==> src/hdl/pdfg_pkg.sv <==
// Package for the port D/E/F/G pin control block: register map, reset values, field positions.
// Assumes a classic Wishbone slave with 8-bit data and byte word addressing on a 32-bit bus.
package pdfg_pkg;
    // =========================================================================
    // Register offsets (byte addresses, one aligned word each)
    // =========================================================================
    localparam logic [7:0] ADDR_D_DIR      = 8'h00;
    localparam logic [7:0] ADDR_D_FUNC     = 8'h04;
    localparam logic [7:0] ADDR_D_DRV      = 8'h08;
    localparam logic [7:0] ADDR_D_DATA     = 8'h0C;
    localparam logic [7:0] ADDR_E_DATA     = 8'h10;
    localparam logic [7:0] ADDR_F_DATA     = 8'h14;
    localparam logic [7:0] ADDR_F_DIR      = 8'h18;
    localparam logic [7:0] ADDR_F_PEND     = 8'h1C;
    localparam logic [7:0] ADDR_F_IEN      = 8'h20;
    localparam logic [7:0] ADDR_G_DATA     = 8'h24;
    localparam logic [7:0] ADDR_G_DIR      = 8'h28;
    localparam logic [7:0] ADDR_G_CSEN     = 8'h2C;
    localparam logic [7:0] ADDR_PERIPH     = 8'h30;
    // =========================================================================
    // Reset values and implemented-bit masks
    // =========================================================================
    localparam logic [7:0] RST_ZERO        = 8'h00;
    localparam logic [7:0] RST_D_FUNC      = 8'h3C;
    localparam logic [7:0] MASK_D_DIR      = 8'h3F;
    localparam logic [7:0] MASK_D_FUNC     = 8'h3D;
    localparam logic [7:0] MASK_D_DRV      = 8'h7F;
    localparam logic [7:0] MASK_E          = 8'h0F;
    localparam logic [7:0] MASK_F          = 8'h7F;
    localparam logic [7:0] MASK_G_DIR      = 8'h7F;
    // =========================================================================
    // Field positions
    // =========================================================================
    localparam int FUNC_IRQ_SEL  = 5;
    localparam int FUNC_IRQ_ALT  = 4;
    localparam int FUNC_NMI_SEL  = 3;
    localparam int FUNC_MISO_SEL = 2;
    localparam int FUNC_SW_MODE  = 0;
    localparam int PEND_D_IRQ    = 7;
    localparam int PER_SPE       = 0;
    localparam int PER_MASTER_SELECT_BIT      = 1;
    localparam int PER_TE        = 2;
    localparam int PER_RE        = 3;
endpackage : pdfg_pkg

==> src/hdl/pdfg_pin_ctrl.sv <==
// Port D/E/F/G pin function, direction, pull-up and driver control with a Wishbone slave.
// Assumes pins pass through external pads; spi/serial cores supply their output data.
//
// Decided for this implementation: register access over Wishbone and the register offsets.
`timescale 1ns/1ps
`default_nettype none
module pdfg_pin_ctrl (
    input  wire logic        clk_i,
    input  wire logic        rst_i,
    // Wishbone slave
    input  wire logic        wb_cyc_i,
    input  wire logic        wb_stb_i,
    input  wire logic        wb_we_i,
    input  wire logic [7:0]  wb_adr_i,
    input  wire logic [3:0]  wb_sel_i,
    input  wire logic [31:0] wb_dat_i,
    output logic      [31:0] wb_dat_o,
    output logic             wb_ack_o,
    output logic             wb_err_o,
    // Port D pins
    input  wire logic [5:0]  pd_in_i,
    output logic      [5:0]  pd_out_o,
    output logic      [5:0]  pd_oe_o,
    output logic      [5:0]  pd_pullup_o,
    // Peripheral-side signals
    input  wire logic        mosi_out_i,
    input  wire logic        sck_out_i,
    input  wire logic        miso_out_i,
    input  wire logic        txd_i,
    output logic             miso_in_o,
    output logic             rxd_o,
    output logic             nmi_in_o,
    output logic             irq_o,
    // Port E, F, G pins
    input  wire logic [3:0]  pe_in_i,
    input  wire logic [6:0]  pf_in_i,
    output logic      [6:0]  pf_out_o,
    output logic      [6:0]  pf_oe_o,
    input  wire logic [7:0]  pg_in_i,
    output logic      [7:0]  pg_out_o,
    output logic      [7:0]  pg_oe_o,
    input  wire logic [7:0]  pg_alt_i
);
    // =========================================================================
    // Registers
    // =========================================================================
    logic [7:0] d_dir;
    logic [7:0] d_func;
    logic [7:0] d_drv;
    logic [7:0] d_data;
    logic [7:0] f_data;
    logic [7:0] f_dir;
    logic [7:0] f_pend;
    logic [7:0] f_ien;
    logic [7:0] g_data;
    logic [7:0] g_dir;
    logic [7:0] g_csen;
    logic [7:0] periph;
    logic       ack;
    // Pin synchronisers: three stages, change counted when stages 2 and 3 agree
    logic [25:0] sync1;
    logic [25:0] sync2;
    logic [25:0] sync3;
    logic [25:0] pin_stable;
    logic [25:0] next_stable;
    wire  [25:0] raw_pins = {pg_in_i, pf_in_i, pe_in_i, pd_in_i, 1'b0};
    wire  [5:0]  pd_s = pin_stable[6:1];
    wire  [3:0]  pe_s = pin_stable[10:7];
    wire  [6:0]  pf_s = pin_stable[17:11];
    wire  [7:0]  pg_s = pin_stable[25:18];
    logic [6:0]  pf_prev;
    logic        irq_prev;

    // =========================================================================
    // Bus decode
    // =========================================================================
    function automatic logic hit(input logic [7:0] a, input logic [7:0] off);
        hit = (a == off);
    endfunction : hit

    wire req      = wb_cyc_i & wb_stb_i & ~ack;
    wire wr_lane  = req & wb_we_i & wb_sel_i[0];
    wire [7:0] wd = wb_dat_i[7:0];
    wire mapped   = hit(wb_adr_i, pdfg_pkg::ADDR_D_DIR)  | hit(wb_adr_i, pdfg_pkg::ADDR_D_FUNC)
                  | hit(wb_adr_i, pdfg_pkg::ADDR_D_DRV)  | hit(wb_adr_i, pdfg_pkg::ADDR_D_DATA)
                  | hit(wb_adr_i, pdfg_pkg::ADDR_E_DATA) | hit(wb_adr_i, pdfg_pkg::ADDR_F_DATA)
                  | hit(wb_adr_i, pdfg_pkg::ADDR_F_DIR)  | hit(wb_adr_i, pdfg_pkg::ADDR_F_PEND)
                  | hit(wb_adr_i, pdfg_pkg::ADDR_F_IEN)  | hit(wb_adr_i, pdfg_pkg::ADDR_G_DATA)
                  | hit(wb_adr_i, pdfg_pkg::ADDR_G_DIR)  | hit(wb_adr_i, pdfg_pkg::ADDR_G_CSEN)
                  | hit(wb_adr_i, pdfg_pkg::ADDR_PERIPH);
    wire wr_ok    = wr_lane & mapped;
    wire pend_rd  = req & ~wb_we_i & hit(wb_adr_i, pdfg_pkg::ADDR_F_PEND);

    // =========================================================================
    // Port D function selection
    // =========================================================================
    wire spi_enable_bit    = periph[pdfg_pkg::PER_SPE];
    wire master_select_bit   = periph[pdfg_pkg::PER_MASTER_SELECT_BIT];
    wire te     = periph[pdfg_pkg::PER_TE];
    wire re     = periph[pdfg_pkg::PER_RE];
    wire swmode = d_func[pdfg_pkg::FUNC_SW_MODE];
    wire spi_34   = spi_enable_bit;
    wire nmi_sel  = d_func[pdfg_pkg::FUNC_NMI_SEL] & ~d_func[pdfg_pkg::FUNC_MISO_SEL];
    wire miso_sel = d_func[pdfg_pkg::FUNC_NMI_SEL] & d_func[pdfg_pkg::FUNC_MISO_SEL] & spi_enable_bit;
    wire irq_sel  = d_func[pdfg_pkg::FUNC_IRQ_SEL] & ~d_func[pdfg_pkg::FUNC_IRQ_ALT];
    wire ss_sel   = d_func[pdfg_pkg::FUNC_IRQ_SEL] & d_func[pdfg_pkg::FUNC_IRQ_ALT] & spi_enable_bit;
    wire tx_pd1   = te;
    wire rx_pd1   = swmode & re;
    wire rx_pd0   = ~swmode & re;
    wire pd1_alt  = tx_pd1 | rx_pd1;
    wire spi_oe   = master_select_bit;

    // Per-pin output enable, pull-up, and output value before driver select
    logic [5:0] oe_raw;
    logic [5:0] pu_raw;
    logic [5:0] dv_raw;
    always_comb begin
        oe_raw = d_dir[5:0];
        pu_raw = d_dir[5:0] & ~d_dir[5:0] | ~d_dir[5:0] & 6'h00 | d_dir[5:0];
        dv_raw = d_data[5:0];
        if (irq_sel) begin
            oe_raw[5] = 1'b0;
            pu_raw[5] = 1'b1;
        end else if (ss_sel) begin
            oe_raw[5] = 1'b0 | d_dir[5];
            pu_raw[5] = 1'b0;
        end
        if (spi_34) begin
            oe_raw[4] = spi_oe | d_dir[4];
            oe_raw[3] = spi_oe | d_dir[3];
            pu_raw[4] = 1'b0;
            pu_raw[3] = 1'b0;
            dv_raw[4] = mosi_out_i;
            dv_raw[3] = sck_out_i;
        end
        if (nmi_sel) begin
            oe_raw[2] = 1'b0;
            pu_raw[2] = 1'b1;
        end else if (miso_sel) begin
            oe_raw[2] = spi_oe | d_dir[2];
            pu_raw[2] = 1'b0;
            dv_raw[2] = miso_out_i;
        end
        if (pd1_alt) begin
            oe_raw[1] = tx_pd1;
            pu_raw[1] = 1'b0;
            dv_raw[1] = txd_i;
        end
        if (rx_pd0) begin
            oe_raw[0] = 1'b0;
            pu_raw[0] = 1'b0;
        end
    end

    // Open-drain: drive only lows when selected, only on output pins
    logic [5:0] od_oe;
    always_comb begin
        for (int i = 0; i < 6; i++) begin
            od_oe[i] = oe_raw[i] & (~d_drv[i] | ~dv_raw[i]);
        end
    end

    // =========================================================================
    // Port F and G direction
    // =========================================================================
    wire [6:0] f_oe = f_dir[6:0] & ~f_ien[6:0];
    wire [7:0] g_oe = g_dir | g_csen;
    wire [7:0] g_dv = (g_csen & pg_alt_i) | (~g_csen & g_data);

    // Edge events on enabled port F lines and the port D maskable request
    wire [6:0] f_event = f_ien[6:0] & pf_prev & ~pf_s;
    wire       d_event = irq_sel & irq_prev & ~pd_s[5];
    wire [7:0] set_pend = {d_event, f_event};
    wire [7:0] en_mask  = {irq_sel, f_ien[6:0]};

    // =========================================================================
    // Read mux
    // =========================================================================
    logic [7:0] rd;
    always_comb begin
        case (wb_adr_i)
            pdfg_pkg::ADDR_D_DIR:  rd = d_dir;
            pdfg_pkg::ADDR_D_FUNC: rd = d_func;
            pdfg_pkg::ADDR_D_DRV:  rd = d_drv;
            pdfg_pkg::ADDR_D_DATA: rd = {2'b00, pd_s};
            pdfg_pkg::ADDR_E_DATA: rd = {4'h0, pe_s};
            pdfg_pkg::ADDR_F_DATA: rd = {1'b0, (f_oe & f_data[6:0]) | (~f_oe & pf_s)};
            pdfg_pkg::ADDR_F_DIR:  rd = f_dir;
            pdfg_pkg::ADDR_F_PEND: rd = f_pend;
            pdfg_pkg::ADDR_F_IEN:  rd = f_ien;
            pdfg_pkg::ADDR_G_DATA: rd = (g_oe & g_data) | (~g_oe & pg_s);
            pdfg_pkg::ADDR_G_DIR:  rd = g_dir;
            pdfg_pkg::ADDR_G_CSEN: rd = g_csen;
            pdfg_pkg::ADDR_PERIPH: rd = periph;
            default:               rd = 8'h00;
        endcase
    end

    // =========================================================================
    // Sequential
    // =========================================================================
    always_comb begin
        for (int i = 0; i < 26; i++) begin
            next_stable[i] = (sync2[i] == sync3[i]) ? sync3[i] : pin_stable[i];
        end
    end

    always_ff @(posedge clk_i) begin
        sync1 <= raw_pins;
        sync2 <= sync1;
        sync3 <= sync2;
        if (rst_i) begin
            pin_stable <= '0;
            pf_prev    <= 7'h00;
            irq_prev   <= 1'b0;
        end else begin
            pin_stable <= next_stable;
            pf_prev    <= pf_s;
            irq_prev   <= pd_s[5];
        end
    end

    always_ff @(posedge clk_i) begin
        if (rst_i) begin
            ack      <= 1'b0;
            wb_err_o <= 1'b0;
            wb_dat_o <= 32'h0000_0000;
        end else begin
            ack      <= req & mapped;
            wb_err_o <= req & ~mapped;
            wb_dat_o <= {24'h00_0000, rd};
        end
    end

    always_ff @(posedge clk_i) begin
        if (rst_i) begin
            d_dir  <= pdfg_pkg::RST_ZERO;
            d_func <= pdfg_pkg::RST_D_FUNC;
            d_drv  <= pdfg_pkg::RST_ZERO;
            d_data <= pdfg_pkg::RST_ZERO;
            f_data <= pdfg_pkg::RST_ZERO;
            f_dir  <= pdfg_pkg::RST_ZERO;
            f_ien  <= pdfg_pkg::RST_ZERO;
            g_data <= pdfg_pkg::RST_ZERO;
            g_dir  <= pdfg_pkg::RST_ZERO;
            g_csen <= pdfg_pkg::RST_ZERO;
            periph <= pdfg_pkg::RST_ZERO;
        end else if (wr_ok) begin
            case (wb_adr_i)
                pdfg_pkg::ADDR_D_DIR:  d_dir  <= wd & pdfg_pkg::MASK_D_DIR;
                pdfg_pkg::ADDR_D_FUNC: d_func <= wd & pdfg_pkg::MASK_D_FUNC;
                pdfg_pkg::ADDR_D_DRV:  d_drv  <= wd & pdfg_pkg::MASK_D_DRV;
                pdfg_pkg::ADDR_D_DATA: d_data <= wd & pdfg_pkg::MASK_D_DIR;
                pdfg_pkg::ADDR_F_DATA: f_data <= wd & pdfg_pkg::MASK_F;
                pdfg_pkg::ADDR_F_DIR:  f_dir  <= wd & pdfg_pkg::MASK_F;
                pdfg_pkg::ADDR_F_IEN:  f_ien  <= wd & pdfg_pkg::MASK_F;
                pdfg_pkg::ADDR_G_DATA: g_data <= wd;
                pdfg_pkg::ADDR_G_DIR:  g_dir  <= wd & pdfg_pkg::MASK_G_DIR;
                pdfg_pkg::ADDR_G_CSEN: g_csen <= wd;
                pdfg_pkg::ADDR_PERIPH: periph <= wd & pdfg_pkg::MASK_E;
                default:               ;
            endcase
        end
    end

    // Pending: a read while a request is up clears all bits; new events win
    always_ff @(posedge clk_i) begin
        if (rst_i) begin
            f_pend <= pdfg_pkg::RST_ZERO;
        end else if (pend_rd && irq_o) begin
            f_pend <= set_pend;
        end else begin
            f_pend <= f_pend | set_pend;
        end
    end

    // =========================================================================
    // Outputs
    // =========================================================================
    assign wb_ack_o    = ack;
    assign pd_out_o    = dv_raw;
    assign pd_oe_o     = od_oe;
    assign pd_pullup_o = pu_raw & ~oe_raw;
    assign nmi_in_o    = nmi_sel ? pd_s[2] : 1'b1;
    assign miso_in_o   = miso_sel ? pd_s[2] : 1'b1;
    assign rxd_o       = rx_pd0 ? pd_s[0] : (rx_pd1 ? (te ? txd_i : pd_s[1]) : 1'b1);
    assign irq_o       = |(f_pend & en_mask);
    assign pf_out_o    = f_data[6:0];
    assign pf_oe_o     = f_oe;
    assign pg_out_o    = g_dv;
    assign pg_oe_o     = g_oe;
endmodule : pdfg_pin_ctrl
`default_nettype wire

==> config.mk <==
export PLATFORM = sky130hd
export DESIGN_NAME = pdfg_pin_ctrl
export DESIGN_NICKNAME = d
export VERILOG_FILES = /design/src/hdl/pdfg_pkg.sv /design/src/hdl/pdfg_pin_ctrl.sv
export SDC_FILE = /design/constraint.sdc
export NUM_CORES = 1
export LEC_CHECK = 0
export BUFFER_PORTS_ARGS = -buffer_cell sky130_fd_sc_hd__buf_4
export CORE_MARGIN = 3
export CORE_UTILIZATION = 34
export CTS_CLUSTER_SIZE = 24
export DETAILED_ROUTE_END_ITERATION = 8
export PLACE_DENSITY_LB_ADDON = 0.08
export SYNTH_ARGS = -nofsm -noshare
export SYNTH_HDL_FRONTEND = slang
export SYNTH_SLANG_ARGS = --single-unit
==> constraint.sdc <==
create_clock -name clk_i -period 5.52 [get_ports clk_i]
set_input_delay 0.552 -clock clk_i [delete_from_list [all_inputs] [get_ports clk_i]]
set_output_delay 0.552 -clock clk_i [all_outputs]
set_load 0.005 [all_outputs]
* Word-level counts from Yosys, hierarchy flattened
Index checks and enable logic that the tools add are counted.
** Operators by class
- Eq/ne operators :: 37
- Muxes and demuxes :: 24
- Bitwise logic cells :: 91
- Reduce and logical (&&, ||, !) cells :: 14
** Operators by type and width (number)
- case mux 8 bit (13 select lines) :: 1
- bitwise AND 8 bit :: 5
- equality test 8 x 6 -> 1 bit (second input constant) :: 5
- bitwise AND 7 bit :: 5
- equality test 8 x 5 -> 1 bit (second input constant) :: 4
- bitwise AND 1 bit :: 25
- equality test 1 bit :: 25
- OR 8 bit :: 3
- OR 1 bit :: 22
- AND reduction 2 bit :: 11
- NOT 7 bit :: 3
- two-way mux 1 bit :: 19
- NOT 1 bit :: 19
- equality test 8 x 4 -> 1 bit (second input constant) :: 2
- NOT 8 bit :: 2
- bitwise AND 6 bit :: 2
- NOT 6 bit :: 2
- equality test 8 x 3 -> 1 bit (second input constant) :: 1
- zero test 8 bit :: 1
- two-way mux 8 bit :: 1
- OR 7 x 8 -> 8 bit :: 1
- OR reduction 8 bit :: 1
- OR 7 bit :: 1
- two-way mux 2 bit :: 3
- other kinds (2) :: 2
** Storage, ports and cells
- Bits in registers :: 222
- Logic and storage cells :: 212

* Longest topological paths before layout
Gate-level depths: netlist (run 1).
- Depth in word-level cells :: 15
- Mapped depth :: 7

* Worst setup path after synthesis (run 1)
Ideal clock, no wire load.
- Path kind :: input to register
- From :: input port wb_adr_i[7]
- To :: register f_pend[6]
- Library setup time :: 0.128 ns
- Data arrival time :: 2.212 ns
- Required time :: 5.392 ns
- Slack :: 3.180 ns
- Cell stages on the path :: 7
- Cells stage by stage :: buf_6 or4b_1 buf_6 or4_4 a21o_4 a32oi_1 nor2_1
** On the way
- Cells in the longest elaborated chain, start to end :: 4
** RTL lines
- start: declaration :: line pdfg_pin_ctrl.sv:14 : input wire logic [7:0] wb_adr_i,
- equality test 8 x 5 -> 1 bit :: line pdfg_pin_ctrl.sv:78 : hit = (a == off);
- bitwise AND 1 bit :: line pdfg_pin_ctrl.sv:92 : wire pend_rd = req & ~wb_we_i & hit(wb_adr_i, pdfg_pkg::ADDR_F_PEND);
- logical AND 1 bit :: line pdfg_pin_ctrl.sv:270 : end else if (pend_rd && irq_o) begin
- two-way mux 8 bit :: line pdfg_pin_ctrl.sv:270
- end signal: assignment :: line pdfg_pin_ctrl.sv:269 : f_pend <= pdfg_pkg::RST_ZERO;
- end signal: assignment :: line pdfg_pin_ctrl.sv:271 : f_pend <= set_pend;
- end signal: assignment :: line pdfg_pin_ctrl.sv:273 : f_pend <= f_pend | set_pend;
- end: declaration :: line pdfg_pin_ctrl.sv:53 : logic [7:0] f_pend;
Every way passes these cells.
A chain may end at the register's enable or synchronous reset.

* Worst setup path after layout (run 1)
- From :: input port wb_adr_i[1]
- To :: register d_drv[2]
** On the way
- Cells in the longest elaborated chain, start to end :: 15
- Elaborated cells on any way between the ends :: 27
- Classes of those cells :: eq/ne (12); bitwise (13); reduce/logical (2)
** RTL lines
- equality test 8 x 3 -> 1 bit or zero test 8 bit (tied branches) :: line pdfg_pin_ctrl.sv:78
- OR 1 bit :: line pdfg_pin_ctrl.sv:84 : wire mapped = hit(wb_adr_i, pdfg_pkg::ADDR_D_DIR) | hit(wb_adr_i, pdfg_pkg::ADDR_D_FUNC)
- OR 1 bit (2 in a row) :: line pdfg_pin_ctrl.sv:85 : | hit(wb_adr_i, pdfg_pkg::ADDR_D_DRV) | hit(wb_adr_i, pdfg_pkg::ADDR_D_DATA)
- OR 1 bit (2 in a row) :: line pdfg_pin_ctrl.sv:86 : | hit(wb_adr_i, pdfg_pkg::ADDR_E_DATA) | hit(wb_adr_i, pdfg_pkg::ADDR_F_DATA)
- OR 1 bit (2 in a row) :: line pdfg_pin_ctrl.sv:87 : | hit(wb_adr_i, pdfg_pkg::ADDR_F_DIR) | hit(wb_adr_i, pdfg_pkg::ADDR_F_PEND)
- OR 1 bit (2 in a row) :: line pdfg_pin_ctrl.sv:88 : | hit(wb_adr_i, pdfg_pkg::ADDR_F_IEN) | hit(wb_adr_i, pdfg_pkg::ADDR_G_DATA)
- OR 1 bit (2 in a row) :: line pdfg_pin_ctrl.sv:89 : | hit(wb_adr_i, pdfg_pkg::ADDR_G_DIR) | hit(wb_adr_i, pdfg_pkg::ADDR_G_CSEN)
- OR 1 bit :: line pdfg_pin_ctrl.sv:90 : | hit(wb_adr_i, pdfg_pkg::ADDR_PERIPH);
- bitwise AND 1 bit :: line pdfg_pin_ctrl.sv:91 : wire wr_ok = wr_lane & mapped;
- AND reduction 2 bit (no source line) (*)
- end signal: assignment :: line pdfg_pin_ctrl.sv:239 : d_drv <= pdfg_pkg::RST_ZERO;
- end signal: assignment :: line pdfg_pin_ctrl.sv:252 : pdfg_pkg::ADDR_D_DRV: d_drv <= wd & pdfg_pkg::MASK_D_DRV;
- end: declaration :: line pdfg_pin_ctrl.sv:49 : logic [7:0] d_drv;
Mark *: on every way between the ends. The rest lies on a longest branch, timed or not.

==> impl_metrics.tcl, run 1 <==
set metrics [dict create \
    drv_cap 0 \
    nets 972 \
    cp_num_buf_inv 1 \
    drive_gt1_frac 0.2047 \
    yosysMostFrequentCell "dfxtp_1" \
    final-hold-violation-count 0 \
    viasPerCell 5.161 \
    setup_viol 0 \
    core.rowCount 53 \
    dieArea_um2 23700 \
    grt_usage 0.1971 \
    yosys-top-cells-count "198 x dfxtp_1, 100 x nand2_1, 90 x a21oi_1" \
    synth_xor_area_frac 0 \
    rr_worst_depth 5 \
    rr_startpoint "wb_ack_o" \
    netlist_area_um2 7441 \
    status "finished clean" \
    path_cells "buf_4 -> nor2_1 -> nand2_1 -> nor2_1 -> nand2_1 -> a21oi_1" \
    grt_pass1_wl_mm 35.79 \
    port_buffers 116 \
    cts_buffer_depth 2 \
    tightest_slew_ps 1062 \
    dr.pass1.iters 5 \
    r2r_slack_ps 2720 \
    avgRoutedWirePerCell_um 19.81 \
    async_reset_ff_frac 0 \
    n_antenna_cell 0 \
    relSlewSlack 0.2818 \
    clock_latency_ps 440 \
    hp-class "in -> reg" \
    p_leak_nw 3.443 \
    ys_types 54 \
    cts_resized 0 \
    required_ps 5870 \
    synth_compound_area_frac 0.1697 \
    post_synth_and_or_nand_nor_area_fraction 0.1473 \
    clk_pin_slew_ps 80 \
    drc 0 \
    synth-main-ff-cell "dfxtp_1" \
    min_path_cells 1 \
    crit_path_top_delay_cell "nand2_1" \
    rsz0062_at_grt "no" \
    start_util 0.3496 \
    r2r_end "d_data[2]" \
    cts_root_buffer "clkbuf_16" \
    slew_viol_final 0 \
    area_growth_pct 20.95 \
    pwr_density_cell_nw_per_um2 322.9 \
    fin_skew_ps 13.95 \
    die_w_um 153.9 \
    gp_congestion 0.8676 \
    synthMuxAreaShare 0.09332 \
    grt_overflow 0 \
    dp_hpwl_mm 16.89 \
    post-route-util 0.4228 \
    drt_iter0_drc 373 \
    synth.area.top_cells "dfxtp_1 53%, mux2i_1 6.5%, a21oi_1 6.1%" \
    cts_buffers 17 \
    clock-sinks 198 \
    ctsHtreeMaxLevel 4 \
    cts_setup_buffers 0 \
    yosysWarnings 0 \
    critPathMaxFanout 18 \
    worstPathArrival_ps 3260 \
    max_freq_ghz 0.3436 \
    vias 6059 \
    antenna_found_initial 0 \
    grt_max_degree 73 \
    min_to "sync1[10]" \
    hold_buffers 0 \
    synth_area_per_cell_um2 9.407 \
    chipHeight_um 153.9 \
    ir_drop_v 0.0001390 \
    grt_pass1_vias 5865 \
    tns_ps 0 \
    fin_crit_ps 2911 \
    worst_setup_path_end_kind "flip-flop" \
    finalCritPeriodShare 0.5273 \
    synth_edf_count 0 \
    yosys.area.top_type_share 0.5327 \
    core_area_um2 21290 \
    synthAdderAreaFrac 0 \
    pin_count 172 \
    start_kind "input pin" \
    critical_path_class "in -> reg" \
    cts_tree "built" \
    holdCritStartpoint "pe_in_i[3]" \
    worst_path_dominant_cell_family "simple AND/OR/NAND/NOR gates" \
    synthCells 791 \
    synth_top_cell_by_area "dfxtp_1" \
    antenna_left 0 \
    worst_path_largest_cell_delay_ps 800 \
    synth_top_family_by_area "compound AO/OA/AOI/OAI gates" \
    drt-total-wl_mm 23.26 \
    synth_seq_cells 198 \
    ys_seq_area_frac 0.5327 \
]
-- layout make-up --
cell class,instances,area (µm²)
Fill cell,2067,12290
Clock buffer,18,429.2
Tap cell,275,344.1
Sequential cell,198,3964
Inverter,5,18.77
Multi-Input combinational cell,544,3158
Clock inverter,14,185.2
Timing Repair Buffer,120,900.9
-- state kept, by name, indices dropped and copies added, names as in the netlist, 8 cells and up --
register and cells:
pin_stable 25, sync1 25, sync2 25, sync3 25
f_pend 8, g_csen 8, g_data 8, wb_dat_o 8
-- layer usage --
metal | share of wire | track usage
met5 | 0 | 0
met4 | 0.019 | 0.06140
met3 | 0.064 | 0.04053
met2 | 0.45 | 0.3000
met1 | 0.46 | 0.2815
-- worst register-to-register path, cell delays in order, from the launching register on --
cell	delay (ps)
dfxtp_1	320
and3b_1	350
nand4_1	690
nor2_1	970
mux2i_1	280
nor2_1	60
-- per-stage QoR --
stage	std cells	power [mW]	cell area, µm²	worst slack (ps)	hold WS, ps
global placement	1142	1.665	8386	2238	310.6
detailed placement	1142	1.668	8386	2208	312.1
CTS	1174	2.949	9000	2680	179.8
global route	1174	3.029	9000	2431	176.3
floorplan	818	1.606	7542	3180	309.6
finish	1174	2.906	9000	2609	204.5
-- worst max-delay path by stage --
stage / slack (ps) / cells past startpoint / from / endpoint
global route: 2430 / 6 / wb_adr_i[1] / d_drv[2]
detailed placement: 2210 / 6 / wb_adr_i[4] / d_data[2]
finish: 2610 / 6 / wb_adr_i[1] / d_drv[2]
floorplan: 3180 / 7 / wb_adr_i[7] / f_pend[6]
CTS: 2680 / 6 / wb_adr_i[4] / d_data[2]
global placement: 2240 / 6 / wb_adr_i[1] / f_dir[5]
-- where the power goes --
part / internal, mW / switching, mW / leakage, nW / total, mW
clock network: 0.625 / 0.647 / 0.298 / 1.27
logic: 0.0511 / 0.0882 / 1.52 / 0.139
registers: 1.47 / 0.0236 / 1.63 / 1.49
-- kinds of logic (layout without fill, tap and decap cells) --
group                  Yosys count  in the layout
AOI/OAI and AO/OA              220            220
buffers and inverters           76            157
DFF                            198            198
muxes                           66             66
other                            1             28
and+or+nand+nor                230            230
-- layout by cell type, fill, tap and decap left out, drive strengths merged, types with 4 or more instances in the layout --
cell type,netlist,layout
nor2,60,60
conb,1,28
nor2b,23,23
nand3,7,7
o21ai,78,78
a22o,4,4
a32oi,5,5
inv,5,14
mux2,17,17
mux2i,48,48
buf,38,120
nand2,100,100
dfxtp,198,198
a22oi,7,7
o22ai,6,6
nor3,11,11
a211o,4,4
a31oi,6,6
clkinv,0,5
a21oi,90,90
or2,9,9
clkbuf,33,18
No activity file was read; power rests on OpenSTA's default activity.
==> inputs of run 2 (changes only) <==
- clock period: 5.52 -> 2.7 ns (I/O delays scaled with it)
==> run 2 against run 1 <==
Non-clock buffer count up 47. Setup slack worse by 2100 ps. Combinational power rose by 140%. Largest power group unchanged. Clock skew rose by 1.7 ps. Register-to-register slack worse by 1900 ps. Sequential power grew 110%.
==> impl_metrics.tcl, run 2 (synthesis results as in run 1) <==
set metrics [dict create \
    status "finished clean" \
    rr_worst_depth 6 \
    dieArea_um2 23700 \
    antenna_left 0 \
    n_antenna_cell 0 \
    tightest_slew_ps 781.4 \
    crit_path_top_delay_cell "dfxtp_1" \
    worst_setup_path_end_kind "output pin" \
    antenna_found_initial 0 \
    drt_iter0_drc 432 \
    port_buffers 116 \
    cts_buffer_depth 2 \
    path_cells "nand3_1 -> mux2_2 -> a211oi_1 -> buf_4" \
    gp_congestion 0.9255 \
    worstPathArrival_ps 1890 \
    ir_drop_v 0.0004430 \
    p_leak_nw 3.659 \
    relSlewSlack 0.4743 \
    grt_pass1_vias 6159 \
    max_freq_ghz 0.4619 \
    grt_max_degree 68 \
    chipHeight_um 153.9 \
    cts_buffers 17 \
    place_area_um2 8576 \
    drive_gt1_frac 0.2178 \
    vias 6264 \
    final-hold-violation-count 0 \
    start_kind "flip-flop" \
    critical_path_class "reg -> out" \
    clock-sinks 198 \
    clk_pin_slew_ps 80 \
    cts_tree "built" \
    ctsHtreeMaxLevel 4 \
    start_util 0.3496 \
    area_growth_pct 26.74 \
    core.rowCount 53 \
    mostFrequentLayoutCells "198 x dfxtp_1, 140 x buf_4, 100 x nand2_1" \
    nFillCells 2048 \
    grt_overflow 0 \
    drt-total-wl_mm 23.49 \
    dr.pass1.iters 5 \
    fin_skew_ps 15.65 \
    clock_latency_ps 430 \
    pwr_density_cell_nw_per_um2 630.6 \
    layout_commonest_cell "dfxtp_1" \
    die_w_um 153.9 \
    tns_ps 0 \
    critPathMaxFanout 8 \
    worst_path_largest_cell_delay_ps 570 \
    drv_cap 0 \
    fin_crit_ps 2165 \
    cts_setup_buffers 0 \
    viasPerCell 5.130 \
    dp_hpwl_mm 17.15 \
    rsz0062_at_grt "no" \
    required_ps 2430 \
    cts_root_buffer "clkbuf_16" \
    min_path_cells 3 \
    nets 1019 \
    final_area_um2 9430 \
    grt_pass1_wl_mm 36.27 \
    finalCritPeriodShare 0.8018 \
    slew_viol_final 0 \
    drc 0 \
    setup_viol 0 \
    avgRoutedWirePerCell_um 19.24 \
    grt_usage 0.1970 \
    pin_count 172 \
    core_area_um2 21290 \
    hp-class "in -> reg" \
]
run 2: layer usage:
metal	vias to the layer above	wire length, µm	track usage
met4	0	496	0.06013
met3	31	1520	0.04278
li1	3004	-	-
met2	218	10670	0.3088
met5	-	0	0
met1	3011	10800	0.2730
run 2: final timing paths:
path               start         end  slack (ps)
max            periph[0]  pd_oe_o[2]         540
min          wb_dat_i[7]   g_csen[7]         110
max reg2reg     wb_ack_o    d_dir[0]         840
min reg2reg    sync1[18]   sync2[18]         330
run 2: final cells by class:
class | instances | area, µm² | share of cell area
Inverter | 5 | 18.77 | 0.001990
Tap cell | 275 | 344.1 | 0.03649
Sequential cell | 198 | 3964 | 0.4203
Clock inverter | 14 | 175.2 | 0.01858
Timing Repair Buffer | 167 | 1341 | 0.1422
Multi-Input combinational cell | 544 | 3158 | 0.3349
Clock buffer | 18 | 429.2 | 0.04551
run 2: through the flow:
stage	utilization	setup WS (ps)	hold slack (ps)	cells	power, mW
2_1_floorplan	-	642.2	297.7	818	3.283
5_1_grt	0.4430	356.5	123.7	1221	6.188
3_5_place_dp	0.4029	538.7	312.1	1164	3.424
4_1_cts	0.4430	503.6	84.78	1221	6.027
6_report	0.4430	535.1	107.2	1221	5.947
3_3_place_gp	0.4029	540.0	311.1	1164	3.416
run 2: what timing repair did:
action,CTS,global route
resized for setup,0,0
hold buffers,25,0
hold endpoints to repair,25,0
run 2: power by group:
part | switching (mW) | internal, mW | total [mW] | leakage, nW
sequential | 0.0490 | 3.01 | 3.06 | 1.63
combinational | 0.190 | 0.138 | 0.328 | 1.74
clock | 1.30 | 1.27 | 2.56 | 0.293
run 2: worst max-delay path: cells and delay by family (launching register included):
kind	cells	cell delay, ps
muxes	1	310
DFF	1	570
and+or+nand+nor	1	170
buffers and inverters	1	160
AOI/OAI and AO/OA	1	270
==> inputs of run 3 (changes only) <==
- ABC_AREA: not set -> 1
- clock period: 2.7 -> 2.01 ns (I/O delays scaled with it)
==> run 3 against run 2 <==
Sequential power grew 34%. Flip-flop and latch count did not move. Via count grew 5.5%. Cell count is 21% higher. Largest power group unchanged. Highest routed layer unchanged.
==> impl_metrics.tcl, run 3 <==
set metrics [dict create \
    status "finished clean" \
    die_w_um 156.6 \
    drt-total-wl_mm 21.31 \
    p_leak_nw 4.700 \
    clk_pin_slew_ps 80 \
    core_area_um2 22030 \
    drt_iter0_drc 380 \
    area.sequential_um2 3964 \
    chipHeight_um 156.6 \
    drv_cap 0 \
    final-hold-violation-count 0 \
    dieArea_um2 24510 \
    antenna_found_initial 0 \
    required_ps 1810 \
    yosysMostFrequentCell "nand2_1" \
    drc 0 \
    viasPerCell 4.469 \
    slew_viol_final 0 \
    synth_edf_count 0 \
    area_growth_pct 26.14 \
    yosysWarnings 0 \
    vias 6610 \
    max_freq_ghz 0.5491 \
    drive_gt1_frac 0.1668 \
    grt_pass1_vias 5996 \
    core.rowCount 54 \
    multi_input_area_um2 3012 \
    gp_congestion 0.8331 \
    n_antenna_cell 0 \
    nFillCells 2226 \
    synth.area.top_cells "dfxtp_1 51%, nand2_1 12%, nor2_1 10%" \
    synth_top_cell_by_area "dfxtp_1" \
    path_common_cell "nand2_1" \
    worst_setup_path_end_kind "output pin" \
    grt_pass1_wl_mm 33.15 \
    place_area_um2 8835 \
    setup_viol 0 \
    start_kind "flip-flop" \
    clock_latency_ps 450 \
    grt_overflow 0 \
    dr.pass1.iters 5 \
    dp_hpwl_mm 15.36 \
    clock-sinks 198 \
    finalCritPeriodShare 0.9061 \
    avgRoutedWirePerCell_um 14.41 \
    rsz0062_at_grt "no" \
    nets 1272 \
    cts_resized 0 \
    port_buffers 116 \
    yosys.area.top_type_share 0.5144 \
    netlist_area_um2 7706 \
    synth_seq_cells 198 \
    synthCells 1039 \
    worstPathArrival_ps 1620 \
    critical_path_class "reg -> out" \
    yosys-top-cells-count "245 x nand2_1, 209 x nor2_1, 198 x dfxtp_1" \
    async_reset_ff_frac 0 \
    pin_count 172 \
    pwr_density_cell_nw_per_um2 828.2 \
    path_cells "inv_1 -> nand2_1 -> o21ai_0 -> nand2_1 -> nand2_1 -> inv_1 -> buf_4" \
    cts_buffer_depth 2 \
    hp-class "in -> reg" \
    antenna_left 0 \
    grt_max_degree 88 \
    ctsHtreeMaxLevel 4 \
    cp_num_buf_inv 3 \
    critPathMaxFanout 4 \
    worst_path_dominant_cell_family "flip-flops" \
    final_area_um2 9721 \
    ys_seq_area_frac 0.5144 \
    grt_usage 0.1755 \
    cts_root_buffer "clkbuf_16" \
    ir_drop_v 0.0004676 \
    tns_ps 0 \
    crit_path_top_delay_cell "dfxtp_1" \
    fin_skew_ps 13.21 \
    layout_commonest_cell "nand2_1" \
    synth-main-ff-cell "dfxtp_1" \
    post-route-util 0.4413 \
    cts_tree "built" \
    start_util 0.3499 \
    cts_buffers 17 \
    fin_crit_ps 1821 \
    worst_path_largest_cell_delay_ps 320 \
    ys_types 32 \
    synth_area_per_cell_um2 7.417 \
    mostFrequentLayoutCells "245 x nand2_1, 209 x nor2_1, 198 x dfxtp_1" \
    p_total_mw 8.051 \
]
## run 3: cell count changes in the layout (fill, tap and decap cells not counted), sizes merged, moves of 23 or more
cell	delta
a21oi	-41
inv	+114
mux2i	-48
nand2	+151
nand3	+28
nor2	+162
nor2b	-23
## run 3: layout make-up
| type | instances | share of cell area |
|---|---|---|
| Multi-Input combinational cell | 687 | 0.3098 |
| Sequential cell | 198 | 0.4078 |
| Clock buffer | 18 | 0.04518 |
| Inverter | 120 | 0.04634 |
| Timing Repair Buffer | 162 | 0.1357 |
| Clock inverter | 14 | 0.01918 |
| Tap cell | 280 | 0.03604 |
## run 3: logic make-up (layout without fill, tap and decap cells)
family	after synthesis	after routing	share of synthesized area
buffers and inverters	181	314	0.1080
other	1	28	0.0004866
and+or+nand+nor	523	523	0.2833
AOI/OAI and AO/OA	136	136	0.09385
DFF	198	198	0.5144
## run 3: power by group
part | switching, mW | leakage [nW] | internal (mW)
Sequential | 0.0538 | 1.63 | 4.04
Combinational | 0.188 | 2.77 | 0.155
Clock | 1.68 | 0.303 | 1.94
Total | 1.93 | 4.70 | 6.13
## run 3: through the flow
step	hold slack [ps]	std cells	setup WS, ps
floorplan	228.7	1066	408.7
global placement	305.4	1421	97.83
detailed placement	306.6	1421	93.17
CTS	74.70	1479	158.6
global route	111.4	1479	72.22
finish	91.04	1479	188.8
## run 3: final timing paths
kind / from / cells past startpoint / slack, ps / to
max reg2reg: wb_ack_o / 7 / 390 / g_csen[0]
min: wb_dat_i[6] / 3 / 90 / f_data[6]
min reg2reg: sync1[9] / 0 / 330 / sync2[9]
max: periph[2] / 7 / 190 / pd_oe_o[1]
## run 3: metal layers
| layer | up-vias | share of wire | global-route usage | wire, µm |
|---|---|---|---|---|
| met5 | - | 0 | 0 | 0 |
| met4 | 0 | 0.015 | 0.04752 | 310 |
| met3 | 24 | 0.056 | 0.04065 | 1189 |
| met2 | 184 | 0.44 | 0.2679 | 9447 |
| met1 | 2951 | 0.49 | 0.2498 | 10360 |
| li1 | 3451 | - | - | - |
## run 3: timing repair
action,4_1_cts,5_1_grt
hold buffers,26,0
endpoints found under the hold margin,27,0
endpoints found under the setup margin,0,0
setup buffers,0,0
## run 3: worst register-to-register path: cells and delay by family, from the launching register on
kind          cells  cell delay, ps
simple gates      6            1060
flops             1             310
buf+inv           1             190
